--- config.mk ---
export PLATFORM = sky130hd
export DESIGN_NAME = term_ports
export DESIGN_NICKNAME = d
export VERILOG_FILES = /design/src/core/term_ports.v /design/src/core/event_flags.v
export VERILOG_INCLUDE_DIRS = /design/src /design/src/core
export SDC_FILE = /design/constraint.sdc
export NUM_CORES = 1
export LEC_CHECK = 0
export CORE_MARGIN = 2
export CORE_UTILIZATION = 50
export CTS_BUF_LIST = sky130_fd_sc_hd__clkbuf_8
export CTS_CLUSTER_DIAMETER = 50
export CTS_CLUSTER_SIZE = 14
export DETAILED_ROUTE_END_ITERATION = 8
export DONT_BUFFER_PORTS = 1
export PLACE_DENSITY = 0.64
export SLEW_MARGIN = 0
export SYNTH_ARGS = -nofsm -noshare
export SYNTH_HDL_FRONTEND = slang
export SYNTH_SLANG_ARGS = --single-unit
--- constraint.sdc ---
create_clock -name clk -period 2.2 [get_ports clk]
set_input_delay 0.33 -clock clk [delete_from_list [all_inputs] [get_ports clk]]
set_output_delay 0.33 -clock clk [all_outputs]
set_load 0.01 [all_outputs]
--- src/core/term_port_regs.vh ---
// register map and constants of the terminal control and status ports
//
// Overview of operation
// control bit 0 drives the host terminal-ready line high while set.
// control bit 1 switches the host speed-select output on while set.
// control bit 3 feeds the circuit making the carrier-detect line.
// control bit 4 routes host serial to modem when low, loop when high.
// control bit 5 high selects 132 columns, low selects 80.
// control bit 6 high shows the whole screen inverted.
// status bit 0 reads high while modem data-set-ready is on.
// status bit 1 reads high while host speed indicator is on.
// status bit 2 reads high while host clear-to-send is on.
// status bit 5 reads high during the last raster, scan line 10.
// status bit 6 shows the inverse of printer busy.
// status bit 7 shows a latched printer acknowledge, never missing pulses.
// printer data bits 0 to 7 drive printer data lines 0 to 7.
// gating switches host lines by select bit, carrier bit, printer cts.
// outputs hold until rewritten; spare outputs inert; spare inputs ignored.
`ifndef TERM_PORT_REGS_VH
`define TERM_PORT_REGS_VH

// byte offsets on the bus
`define OFS_CONTROL 6'h00
`define OFS_STATUS 6'h04
`define OFS_PRINTER 6'h08
`define OFS_INT_STATUS 6'h0c
`define OFS_INT_MASK 6'h10

// reset values
`define RST_CONTROL 8'h00
`define RST_PRINTER 8'h00
`define RST_INT_MASK 5'h00

// control output port fields
`define CTL_TERM_READY 0
`define CTL_SPEED_SEL 1
`define CTL_STANDBY 2
`define CTL_CARRIER 3
`define CTL_LOOP_SEL 4
`define CTL_WIDE 5
`define CTL_INVERSE 6

// status input port fields
`define STS_DSR 0
`define STS_SPEED_IND 1
`define STS_CTS 2
`define STS_ALIGN 4
`define STS_LAST_RASTER 5
`define STS_NOT_BUSY 6
`define STS_ACK 7

// interrupt event fields
`define EVT_W 5
`define EVT_ACK 0
`define EVT_DSR 1
`define EVT_CTS 2
`define EVT_RASTER 3
`define EVT_READY 4

// raster index of the last scan line in a character row
`define LAST_RASTER 4'ha

`endif

--- src/core/term_ports.v ---
// control, status and printer ports with host line gating, AHB-Lite slave
//
// The AHB-Lite slave port and the register offsets were left to the implementer.
`timescale 1ns/1ps
`include "term_port_regs.vh"
module term_ports (
  // clock and reset
  input wire clk,
  input wire reset_n,
  // ahb-lite slave
  input wire hsel,
  input wire [31:0] haddr,
  input wire [1:0] htrans,
  input wire hwrite,
  input wire [2:0] hsize,
  input wire [31:0] hwdata,
  input wire hready,
  output wire hreadyout,
  output wire hresp,
  output wire [31:0] hrdata,
  // interrupt
  output wire irq,
  // modem control outputs
  output wire host_terminal_ready_out,
  output wire host_speed_select_out,
  output wire carrier_control_out,
  output wire loop_or_modem_select,
  // display control outputs
  output wire wide_column_select,
  output wire whole_screen_inverse,
  // status inputs
  input wire host_dsr_in,
  input wire host_speed_indicator_in,
  input wire host_clear_to_send_in,
  input wire alignment_test_input,
  input wire [3:0] scan_line,
  input wire printer_busy,
  input wire printer_ack,
  // printer data
  output wire [7:0] printer_data_lines,
  // host serial gating
  input wire host_serial_tx,
  output wire host_serial_rx,
  output wire host_cts_to_uart,
  input wire cts_control_route,
  output wire carrier_control_route,
  output wire comm_tx,
  input wire comm_rx,
  output wire loop_tx,
  input wire loop_rx
);

  // ------------------------------------------------------------
  // bus state
  // ------------------------------------------------------------
  localparam ST_IDLE = 2'd0;
  localparam ST_WRITE = 2'd1;
  localparam ST_RWAIT = 2'd2;
  localparam ST_RDONE = 2'd3;

  reg [1:0] state_q;
  reg [1:0] state_d;
  reg [5:0] addr_q;
  reg [31:0] rdata_q;
  reg [31:0] rdata_d;

  // ------------------------------------------------------------
  // port registers
  // ------------------------------------------------------------
  reg [7:0] control_q;
  reg [7:0] printer_q;
  reg [`EVT_W-1:0] mask_q;
  reg ack_seen_q;
  reg ack_prev_q;
  reg dsr_prev_q;
  reg cts_prev_q;
  reg raster_prev_q;
  reg ready_prev_q;

  wire take = hsel && hready && htrans[1];
  wire wr_now = (state_q == ST_WRITE);
  wire wr_control = wr_now && (addr_q == `OFS_CONTROL);
  wire wr_printer = wr_now && (addr_q == `OFS_PRINTER);
  wire wr_int_status = wr_now && (addr_q == `OFS_INT_STATUS);
  wire wr_int_mask = wr_now && (addr_q == `OFS_INT_MASK);

  wire last_raster = (scan_line == `LAST_RASTER);
  wire not_busy = ~printer_busy;
  wire ack_rise = printer_ack && !ack_prev_q;

  wire [`EVT_W-1:0] flags;
  wire [`EVT_W-1:0] events;
  wire [7:0] status_word;

  // ------------------------------------------------------------
  // status input port
  // ------------------------------------------------------------
  // bit 3 is unconnected and reads zero
  assign status_word[`STS_DSR] = host_dsr_in;
  assign status_word[`STS_SPEED_IND] = host_speed_indicator_in;
  assign status_word[`STS_CTS] = host_clear_to_send_in;
  assign status_word[3] = 1'b0;
  assign status_word[`STS_ALIGN] = alignment_test_input;
  assign status_word[`STS_LAST_RASTER] = last_raster;
  assign status_word[`STS_NOT_BUSY] = not_busy;
  assign status_word[`STS_ACK] = ack_seen_q;

  // ------------------------------------------------------------
  // bus control
  // ------------------------------------------------------------
  // reads take one wait state so a read right after a write sees it
  always @* begin
    state_d = ST_IDLE;
    case (state_q)
      ST_IDLE,
      ST_WRITE,
      ST_RDONE: begin
        if (take) begin
          state_d = hwrite ? ST_WRITE : ST_RWAIT;
        end else begin
          state_d = ST_IDLE;
        end
      end
      ST_RWAIT: begin
        state_d = ST_RDONE;
      end
      default: begin
        state_d = ST_IDLE;
      end
    endcase
  end

  always @* begin
    rdata_d = 32'h00000000;
    case (addr_q)
      `OFS_CONTROL: begin
        rdata_d = {24'h000000, control_q};
      end
      `OFS_STATUS: begin
        rdata_d = {24'h000000, status_word};
      end
      `OFS_PRINTER: begin
        rdata_d = {24'h000000, printer_q};
      end
      `OFS_INT_STATUS: begin
        rdata_d = {27'h0000000, flags};
      end
      `OFS_INT_MASK: begin
        rdata_d = {27'h0000000, mask_q};
      end
      default: begin
        rdata_d = 32'h00000000;
      end
    endcase
  end

  always @(posedge clk or negedge reset_n) begin
    if (!reset_n) begin
      state_q <= ST_IDLE;
      addr_q <= 6'h00;
      rdata_q <= 32'h00000000;
    end else begin
      state_q <= state_d;
      if (take) begin
        addr_q <= haddr[5:0];
      end
      if (state_q == ST_RWAIT) begin
        rdata_q <= rdata_d;
      end
    end
  end

  assign hreadyout = (state_q != ST_RWAIT);
  assign hresp = 1'b0;
  assign hrdata = rdata_q;

  // ------------------------------------------------------------
  // output port registers
  // ------------------------------------------------------------
  // values hold until software writes again
  always @(posedge clk or negedge reset_n) begin
    if (!reset_n) begin
      control_q <= `RST_CONTROL;
      printer_q <= `RST_PRINTER;
      mask_q <= `RST_INT_MASK;
    end else begin
      if (wr_control) begin
        control_q <= hwdata[7:0];
      end
      if (wr_printer) begin
        printer_q <= hwdata[7:0];
      end
      if (wr_int_mask) begin
        mask_q <= hwdata[`EVT_W-1:0];
      end
    end
  end

  // ------------------------------------------------------------
  // acknowledge latch
  // ------------------------------------------------------------
  // a pulse shorter than a software poll is held until the next byte
  // is written; a pulse in that very cycle still sets the latch
  always @(posedge clk or negedge reset_n) begin
    if (!reset_n) begin
      ack_seen_q <= 1'b0;
      ack_prev_q <= 1'b0;
    end else begin
      ack_prev_q <= printer_ack;
      if (printer_ack) begin
        ack_seen_q <= 1'b1;
      end else if (wr_printer) begin
        ack_seen_q <= 1'b0;
      end
    end
  end

  // ------------------------------------------------------------
  // interrupt events
  // ------------------------------------------------------------
  always @(posedge clk or negedge reset_n) begin
    if (!reset_n) begin
      dsr_prev_q <= 1'b0;
      cts_prev_q <= 1'b0;
      raster_prev_q <= 1'b0;
      ready_prev_q <= 1'b0;
    end else begin
      dsr_prev_q <= host_dsr_in;
      cts_prev_q <= host_clear_to_send_in;
      raster_prev_q <= last_raster;
      ready_prev_q <= not_busy;
    end
  end

  assign events[`EVT_ACK] = ack_rise;
  assign events[`EVT_DSR] = host_dsr_in ^ dsr_prev_q;
  assign events[`EVT_CTS] = host_clear_to_send_in ^ cts_prev_q;
  assign events[`EVT_RASTER] = last_raster && !raster_prev_q;
  assign events[`EVT_READY] = not_busy && !ready_prev_q;

  event_flags #(
    .WIDTH(`EVT_W)
  ) u_flags (
    .clk(clk),
    .reset_n(reset_n),
    .event_in(events),
    .clear_in(wr_int_status ? hwdata[`EVT_W-1:0] : {`EVT_W{1'b0}}),
    .mask_in(mask_q),
    .flags(flags),
    .irq(irq)
  );

  // ------------------------------------------------------------
  // control outputs
  // ------------------------------------------------------------
  // standby bit 2 and bit 7 are stored but drive nothing
  assign host_terminal_ready_out = control_q[`CTL_TERM_READY];
  assign host_speed_select_out = control_q[`CTL_SPEED_SEL];
  assign carrier_control_out = control_q[`CTL_CARRIER];
  assign loop_or_modem_select = control_q[`CTL_LOOP_SEL];
  assign wide_column_select = control_q[`CTL_WIDE];
  assign whole_screen_inverse = control_q[`CTL_INVERSE];
  assign printer_data_lines = printer_q;

  // ------------------------------------------------------------
  // host line gating
  // ------------------------------------------------------------
  // the unselected transmitter idles at mark so the far end sees no data
  assign comm_tx = loop_or_modem_select ? 1'b1 : host_serial_tx;
  assign loop_tx = loop_or_modem_select ? host_serial_tx : 1'b1;
  assign host_serial_rx = loop_or_modem_select ? loop_rx : comm_rx;
  // the loop has no handshake, so the printer port's cts stands in
  assign host_cts_to_uart = loop_or_modem_select ? cts_control_route
                                                 : host_clear_to_send_in;
  // carrier detect only follows the control bit while the modem is chosen
  assign carrier_control_route = carrier_control_out && !loop_or_modem_select;

endmodule // term_ports

--- src/core/event_flags.v ---
// sticky event flags with write-one-to-clear and mask
`timescale 1ns/1ps
module event_flags #(
  parameter WIDTH = 5
) (
  // clock and reset
  input wire clk,
  input wire reset_n,
  // events and software clear
  input wire [WIDTH-1:0] event_in,
  input wire [WIDTH-1:0] clear_in,
  input wire [WIDTH-1:0] mask_in,
  // state
  output wire [WIDTH-1:0] flags,
  output wire irq
);

  reg [WIDTH-1:0] flag_q;

  genvar i;
  generate
    for (i = 0; i < WIDTH; i = i + 1) begin : g_flag
      // set beats clear so an event in the clearing cycle survives
      always @(posedge clk or negedge reset_n) begin
        if (!reset_n) begin
          flag_q[i] <= 1'b0;
        end else if (event_in[i]) begin
          flag_q[i] <= 1'b1;
        end else if (clear_in[i]) begin
          flag_q[i] <= 1'b0;
        end
      end
    end
  endgenerate

  assign flags = flag_q;
  assign irq = |(flag_q & mask_in);

endmodule // event_flags

After elaboration in Yosys (flattened, before gate mapping)
Index checks and enable logic that the tools add are counted.
{ "classes": {"n_mux": 21, "n_bitwise": 4, "n_eq_ne": 9, "n_reduce_logical": 24} }
{ "ops": {"columns": ["cell", "n"], "rows": [
  ["$pmux 8 s5", 1],
  ["$mux 1", 16],
  ["$eq 6x4->1 const B", 2],
  ["$reduce_bool 2->1", 6],
  ["$logic_and 1x1->1", 10],
  ["$eq 6x3->1 const B", 1],
  ["$eq 6x5->1 const B", 1],
  ["$logic_not 6->1", 1],
  ["$and 5x5->5", 1],
  ["$mux 5", 1],
  ["$reduce_or 5->1", 1],
  ["$eq 2x2->1 const B", 2],
  ["$eq 4x4->1 const B", 1],
  ["$logic_not 1->1", 4],
  ["$mux 2", 2],
  ["$pmux 2 s2", 1],
  ["$reduce_or 3->1", 1],
  ["$eq 2x1->1 const B", 1],
  ["$logic_not 2->1", 1],
  ["$ne 2x2->1 const B", 1],
  ["$xor 1x1->1", 2],
  ["$not 1->1", 1]
]} }
{ "totals": {"input_bits": 88, "register_bits": 72, "output_inout_bits": 54} }

Logic depth before layout (Yosys ltp)
Gate-level depths: netlist of run 1.
{ "depth": {"word_depth": 5, "depth_mapped": 5} }

By module
A second synthesis of run 1 with hierarchy kept.
{ "hier_totals": {"cells_unflattened": 193, "area_unflattened_um2": 2363.5} }
{ "modules_own_cells": {"columns": ["module", "area_each_um2", "instances", "cells_per_inst"], "rows": [
  ["term_ports", 2159.6, 1, 175],
  ["event_flags", 203.9, 1, 18]
]} }

Worst setup path before layout of run 1
Ideal clock, no wire load.
{ "synth_path": {"path_type": "reg-to-reg", "start": "reg addr_q[1]", "end": "reg printer_q[0] (netlist: printer_data_lines[0])", "t_arrival_ns": 1.481, "stages_incl_launch_ff": 4, "required_ns": 2.075, "setup_time_ns": 0.125, "path_buffers": 0, "setup_slack_ns": 0.595, "path_cell_list": "dfrtp_1 -> nor4_4 -> nand4b_2 -> mux2_2"} }
{ "synth_between": {"elab_chain_cells": 2} }
{ "synth_rtl": {"columns": ["item", "line", "source"], "rows": [
  ["from (decl)", "term_ports.v:63", "reg [5:0] addr_q;"],
  ["from (signal assigned)", "term_ports.v:165", "addr_q <= haddr[5:0];"],
  ["$eq 6x4->1", null, null],
  ["$logic_and 1x1->1", "term_ports.v:83", "wire wr_printer = wr_now && (addr_q == `OFS_PRINTER);"],
  ["to (signal assigned)", "term_ports.v:184", "printer_q <= `RST_PRINTER;"],
  ["to (signal assigned)", "term_ports.v:191", "printer_q <= hwdata[7:0];"],
  ["to (decl)", "term_ports.v:71", "reg [7:0] printer_q;"]
]} }
No other way between the ends.
A chain may end at the register's enable or synchronous reset.

Worst setup path in the final report of run 1
{ "layout_path": {"start": "reg addr_q[1]", "end": "reg printer_q[7] (netlist: printer_data_lines[7])"} }
Same word-level chain as after synthesis.

==> results of run 1 <==
[critical path, delay by kind of cell, from the launching register on]
family | cells | cell delay [ns]
DFF | 1 | 0.43
muxes | 1 | 0.41
and+or+nand+nor | 2 | 0.82
[area by class of cell]
cell class	instances	share of cell area [%]
tap	52	2.68
inverter	12	1.85
timing repair buffer	7	3.09
sequential	48	49.4
clock buffer	5	2.83
multi-input combinational	124	39.6
clock inverter	2	0.515
[metal layers]
metal	up-vias	part of all wire (%)
li1	641	-
met1	718	41
met2	66	48
met3	6	9.5
met4	0	1.6
met5	-	0
[state kept, by name (all words and copies together) (netlist names), 2 cells and up]
| register | count |
|---|---|
| control_q | 8 |
| printer_data_lines | 8 |
| u_flags.flags | 5 |
| addr_q | 6 |
| hrdata | 8 |
| mask_q | 5 |
| state_q | 2 |
[worst min path at each step]
stage	to	slack [ns]	depth (start not counted)	start
after CTS	ack_prev_q	0.04	0	printer_ack
after detailed placement	hrdata[7]	0.04	0	reset_n
after global routing	ack_prev_q	0.02	0	printer_ack
after global placement	hrdata[5]	0.04	0	reset_n
after floorplan	ack_prev_q	0.03	0	reset_n
final	ack_prev_q	0.04	0	printer_ack
[cell families (layout without fill, tap and decap cells)]
logic type	after synthesis	in the layout
simple gates	40	40
other cells	1	25
compound gates	23	23
buf+inv	43	26
mux	36	36
flops	48	48
[power by group through the flow]
stage          Sequential [mW]  Clock (mW)  Combinational, mW
6_report                  1.38       0.498              0.552
5_1_grt                   1.43       0.553              0.609
4_1_cts                   1.39       0.514              0.555
3_5_place_dp              1.41           0              0.529
3_3_place_gp              1.39           0              0.513
2_1_floorplan             1.31           0              0.503
[cell usage after synthesis (2+ instances only)]
master     n
a21o_1     2
a221o_1    3
a22o_1     3
buf_2      2
buf_4     25
clkbuf_1   4
dfrtp_1   48
inv_1     12
mux2_2    28
mux2i_1    4
mux4_2     4
nand2_1    8
nand2b_1   2
nand3_1   11
nand4_1    6
nor2b_1    4
o21ai_0    3
o22ai_1    7
[timing repair]
item / CTS / global route
gates resized for setup: 0 / 0
endpoints found under the setup margin: 0 / 0
hold endpoints to repair: 48 / 0
hold buffers: 2 / 0
[through the flow]
stage | power (mW) | hold WS [ns]
floorplan | 1.81 | 0.0344
global placement | 1.91 | 0.0358
detailed placement | 1.94 | 0.0359
CTS | 2.46 | 0.0354
global route | 2.59 | 0.0234
finish | 2.43 | 0.0434
==> results by group, run 1 <==
Pwr
  – Sequential power share: 56.9%
  – P_leak: 1.12 nW
  – Comb pwr share: 22.7%
  – Switch share: 33.7%
  – PD cells: 1000 nW/um2
  – Clk pwr share: 20.5%
  – Maximum VDD drop: 432 uV
  – Internal Power: 1.61 mW
  – Sw power: 820 uW

Setup path
  – Cells on worst reg2reg path: 3
  – Critical Path AT: 1.97 ns
  – Critical Path Start: addr_q[1]
  – Crit start category: flip-flop
  – R2R Setup Slk: 0.43 ns
  – Worst setup EP type: flip-flop
  – Crit path max fanout: 9
  – Worst Path Required: 2.39 ns
  – Crit Path Class: flip-flop to flip-flop
  – RR Endpoint: printer_data_lines[7]
  – Critical Path Slowest Stage Cell: dfrtp_1
  – RR Startpoint: addr_q[1]
  – Critical Path End: printer_data_lines[7]
  – CP cell instances: nor4_4 -> nand4b_2 -> mux2_2
  – Crit path largest cell delay: 0.43 ns

STA
  – Max Slew Vio Count: 0
  – RSZ-0062 raised after global routing: no
  – Final hold vios: 0
  – Crit path time final: 1.77 ns
  – Crit share post-route: 80.5%
  – Fin worst setup slack: 0.428 ns
  – F_max: 564 MHz
  – Final setup fails: 0
  – Clock skew: 0.00579 ns
  – Fin Setup TNS: 0 ns

Detailed routing
  – Detailed Route Iter0 Violations: 94
  – Vias per cell: 5.72
  – DRC viols: 0
  – DR vias: 1431
  – Initial DRT Pass Iterations: 4
  – Drt wl/cell: 18.4 um
  – Drt total wl: 4.59 mm
  – Routed Antenna Nets: 0

Finish
  – ANT cells: 0
  – Area delta synth->final: 4.24%
  – Commonest non-fill, non-tap cell in the layout: dfrtp_1
  – Multi-input gate area: 963 um2
  – FILL cells: 385
  – Layout Utilization: 55.1%
  – Ratio of cells with drive above 1 in the final layout: 26.3%
  – Layout Cell Area excl Fill: 2430 um2
  – Sequential cell area: 1200 um2
  – Non-Filler Instances: 250
  – Final #Nets: 286
  – Most frequent cells in the layout: dfrtp_1, mux2_2, conb_1

Floorplanning
  – Die X: 72.3 um
  – IO Pins: 142
  – Die Ht: 72.3 um
  – Starting Density: 52.8%
  – Die area: 5230 um2
  – Core area: 4410 um2
  – Cell Rows: 24

Place
  – Pre-CTS WS: 0.422 ns
  – Dpl cell area: 2310 um2
  – # placed instances: 241
  – GPL Wtd Cong: 0.794
  – # port buffers: 0
  – DPL Wire Length: 3.37 mm

Synth
  – Top FF cell, synth: dfrtp_1
  – Adder-Cell Fraction of Synth Area: 0%
  – Cell Area, Synth: 2330 um2
  – Number of flops mapped to enable cells by yosys: 0
  – Mux share of post-synthesis cell area: 19.1%
  – Compound-Gate Fraction of Synth Area: 7.35%
  – Seq/Total Area, Yosys: 51.5%
  – Gate Count Post-Synth: 191
  – Syn Area/Cell: 12.2 um2
  – Synth Area in Simple Gates: 10.8%
  – Synth top area share: 51.5%
  – Cell taking the most area after synthesis: dfrtp_1
  – Largest family of logic cells by synthesized area: multiplexers
  – Synth unique cells: 33
  – Ranking of synthesized cells by area: dfrtp_1, mux2_2, buf_4
  – Synth Area in XOR/XNOR: 0%
  – FFs w/ async S/R, synth: 100%
  – Syn. warnings: 0
  – FF+latch count, synth: 48

GRT
  – Most used routing layer: met2
  – Met1 Use GR: 24.7%
  – Largest net degree at the start of global routing: 49
  – Gr usage total: 19.0%
  – Total gr overflow: 0
  – Vias in the first global route: 1408
  – Initial antenna violation count: 0
  – Global-route wire length before repair: 7.44 mm
  – Met2 Use GR: 29.4%
  – GRT met3 Usage: 6.94%

Clocking
  – Clk buf depth: 2
  – H-tree levels: 2
  – CTS tree: yes
  – Clock Tree Root: clkbuf_8
  – Sink Count: 48
  – Postcts setup bufs: 0
  – Clk Latency, worst-skew pair: 0.31 ns
  – Clock buffer count from CTS: 5
  – Reg clk slew, reported paths: 0.08 ns

Run
  – Max-capacitance violation count: 0

Hold path
  – Worst min-delay path category: primary input to flip-flop

Status
  – Status: finished clean
Note: power is estimated with default switching activity, not from simulation.
==> run 2: changes to the inputs <==
==> constraint.sdc (replaced) <==
create_clock -name clk -period 1.73 [get_ports clk]
set_input_delay 0.2595 -clock clk [delete_from_list [all_inputs] [get_ports clk]]
set_output_delay 0.2595 -clock clk [all_outputs]
set_load 0.01 [all_outputs]
==> run 2 against run 1 <==
Wire length rose by 3.8%. Sequential share of layout area fell by 1.8 points. Critical path depth up 1. Clock power rose by 35%. Sequential cell count stayed put. Worst setup slack lost 0.31 ns. Final area up 3.8%. Power is 30% higher. First-iteration DRC count rose by 5.3%. Combinational power up 33%. Clock-buffer cell count unchanged. Via count increased by 5.8%. Critical path type unchanged. Critical endpoint is now printer_data_lines[6].
==> results by group, run 2 (synthesis gave the netlist of run 1 again) <==
Clocking
  – Clock Tree Root: clkbuf_8
  – Clock buffer count from CTS: 5 (unchanged)
  – Clk Latency, worst-skew pair: 0.31 ns (about the same)
  – Reg clk slew, reported paths: 0.08 ns (about the same)
  – Clk buf depth: 2 (unchanged)
  – Sink Count: 48 (unchanged)
  – H-tree levels: 2 (unchanged)
  – CTS tree: yes

Setup path
  – Worst setup EP type: flip-flop
  – R2R Setup Slk: 0.12 ns (-0.31 ns)
  – Crit start category: flip-flop
  – Cells on worst reg2reg path: 4 (+1)
  – RR Startpoint: addr_q[4]
  – CP cell instances: nor4_4 -> buf_4 -> nand4b_4 -> mux2_2
  – Crit Path Class: flip-flop to flip-flop
  – RR Endpoint: printer_data_lines[6]
  – Crit path max fanout: 9 (unchanged)
  – Critical Path Slowest Stage Cell: dfrtp_1
  – Crit path largest cell delay: 0.43 ns (about the same)
  – Critical Path Start: addr_q[4]
  – Worst Path Required: 1.92 ns (-0.47 ns)
  – Critical Path End: printer_data_lines[6]
  – Critical Path AT: 1.80 ns (-0.17 ns)

STA
  – Slew HR: 62.3%
  – Crit share post-route: 93.0% (+13 points)
  – RSZ-0062 raised after global routing: no
  – Final setup fails: 0 (unchanged)
  – Fin Hold WS: 0.0491 ns (+0.00571 ns)
  – Clock skew: 0.0150 ns (+0.00919 ns)
  – Fin worst setup slack: 0.121 ns (-0.308 ns)
  – Crit path time final: 1.61 ns (-0.162 ns)
  – Worst-margin pin slew: 0.565 ns
  – Final hold vios: 0 (unchanged)
  – Max Slew Vio Count: 0 (unchanged)
  – Fin Setup TNS: 0 ns (unchanged)
  – F_max: 621 MHz (+10%)

Finish
  – Multi-input gate area: 982 um2 (+1.9%)
  – Non-Filler Instances: 258 (+3.2%)
  – Most frequent cells in the layout: dfrtp_1, mux2_2, conb_1
  – Commonest non-fill, non-tap cell in the layout: dfrtp_1
  – FILL cells: 378 (-1.8%)
  – Ratio of cells with drive above 1 in the final layout: 27.7% (+1.4 points)
  – Layout Utilization: 57.2% (+2.1 points)
  – ANT cells: 0 (unchanged)
  – Sequential cell area: 1200 um2 (unchanged)
  – Area delta synth->final: 8.21%
  – Layout Cell Area excl Fill: 2520 um2 (+3.8%)
  – Final #Nets: 293 (+2.4%)

Detailed routing
  – Initial DRT Pass Iterations: 4 (unchanged)
  – Routed Antenna Nets: 0 (unchanged)
  – DR vias: 1514 (+5.8%)
  – Vias per cell: 5.87 (+2.5%)
  – Detailed Route Iter0 Violations: 99 (+5.3%)
  – DRC viols: 0 (unchanged)
  – Drt total wl: 4.77 mm (+3.8%)
  – Drt wl/cell: 18.5 um (+0.55%)

Pwr
  – Comb pwr share: 23.1% (+0.4 points)
  – Switch share: 34.4% (+0.69 points)
  – Maximum VDD drop: 762 uV (+77%)
  – Internal Power: 2.08 mW (+29%)
  – Sw power: 1.09 mW (+33%)
  – PD cells: 1260 nW/um2 (+26%)
  – Sequential power share: 55.7% (-1.2 points)
  – Clk pwr share: 21.2% (+0.7 points)
  – P_leak: 1.16 nW (+4.2%)
  – Design Power: 3.17 mW (+30%)

Floorplanning
  – Die area: 5230 um2 (unchanged)
  – Core area: 4410 um2 (unchanged)
  – Cell Rows: 24 (unchanged)
  – Die Ht: 72.3 um (unchanged)
  – IO Pins: 142 (unchanged)
  – Starting Density: 52.8% (unchanged)
  – Die X: 72.3 um (unchanged)

Place
  – Pre-CTS WS: -0.130 ns (-0.552 ns)
  – # placed instances: 242 (+0.41%)
  – DPL Wire Length: 3.47 mm (+2.9%)
  – GPL Wtd Cong: 0.847 (+6.8%)
  – # port buffers: 0 (unchanged)
  – Dpl cell area: 2320 um2 (+0.32%)

Run
  – Max-capacitance violation count: 0 (unchanged)

GRT
  – Total gr overflow: 0 (unchanged)
  – Gr usage total: 19.7% (+0.72 points)
  – Largest net degree at the start of global routing: 49 (unchanged)
  – Global-route wire length before repair: 7.69 mm (+3.3%)
  – Vias in the first global route: 1485 (+5.5%)
  – Initial antenna violation count: 0 (unchanged)

Status
  – Status: finished clean

Hold path
  – Worst min-delay path category: primary input to flip-flop
[run 2: changes by cell type in the layout (fill, tap and decap cells not counted)]
| cell | delta |
|---|---|
| nand4b_2 | -1 |
| nor2b_2 | +1 |
| nor2b_1 | -1 |
| clkinvlp_4 | +1 |
| clkinv_2 | -1 |
| clkinv_4 | +1 |
| nand3_4 | +1 |
| buf_4 | +3 |
| nand4b_4 | +1 |
| nand3_2 | -1 |
| dlygate4sd3_1 | +4 |
[run 2: area by class of cell]
type	count	share of cell area, %
flip-flops and latches	48	47.6
multi-input cells	124	38.9
repair buffers	14	5.45
clock buffers	5	2.73
well taps	52	2.58
inverters	12	1.78
clock inverters	3	0.942
[run 2: worst min-delay path by stage]
stage	startpoint	end	slack [ns]	depth (start not counted)
2_1_floorplan	reset_n	ack_prev_q	-0.04	0
3_3_place_gp	reset_n	addr_q[3]	-0.03	0
3_5_place_dp	reset_n	state_q[0]	-0.04	0
4_1_cts	printer_ack	ack_seen_q	0.04	1
5_1_grt	printer_ack	ack_seen_q	0.03	1
6_report	printer_ack	ack_seen_q	0.05	1
[run 2: metal layers]
layer	share of wire (%)	vias up	wire, um	GRT usage (%)
met5	0	-	0	0
met4	1.3	0	62	6.92
met3	8.9	5	424	6.11
met2	48	84	2310	31.4
met1	41	760	1970	25.7
li1	-	665	-	-
[run 2: power by group through the flow]
stage	sequential (mW)	clock, mW	combinational (mW)
after floorplan	1.67	0	0.640
after global placement	1.77	0	0.657
after detailed placement	1.79	0	0.679
after CTS	1.77	0.695	0.733
after global routing	1.81	0.737	0.810
final	1.77	0.673	0.733
[run 2: timing repair]
action / in CTS / in global routing
gates resized for setup: 2 / 1
cloned: 0 / 0
setup buffers: 1 / 1
hold buffers: 6 / 0
endpoints found under the setup margin: 20 / 26
pin swaps: 2 / 1
hold endpoints to repair: 52 / 0
[run 2: critical path: cells and delay by family, from the launching register on]
kind                   cells  cell delay, ns
AND/OR/NAND/NOR            2            0.50
buffers and inverters      1            0.20
flip-flops                 1            0.43
multiplexers               1            0.36
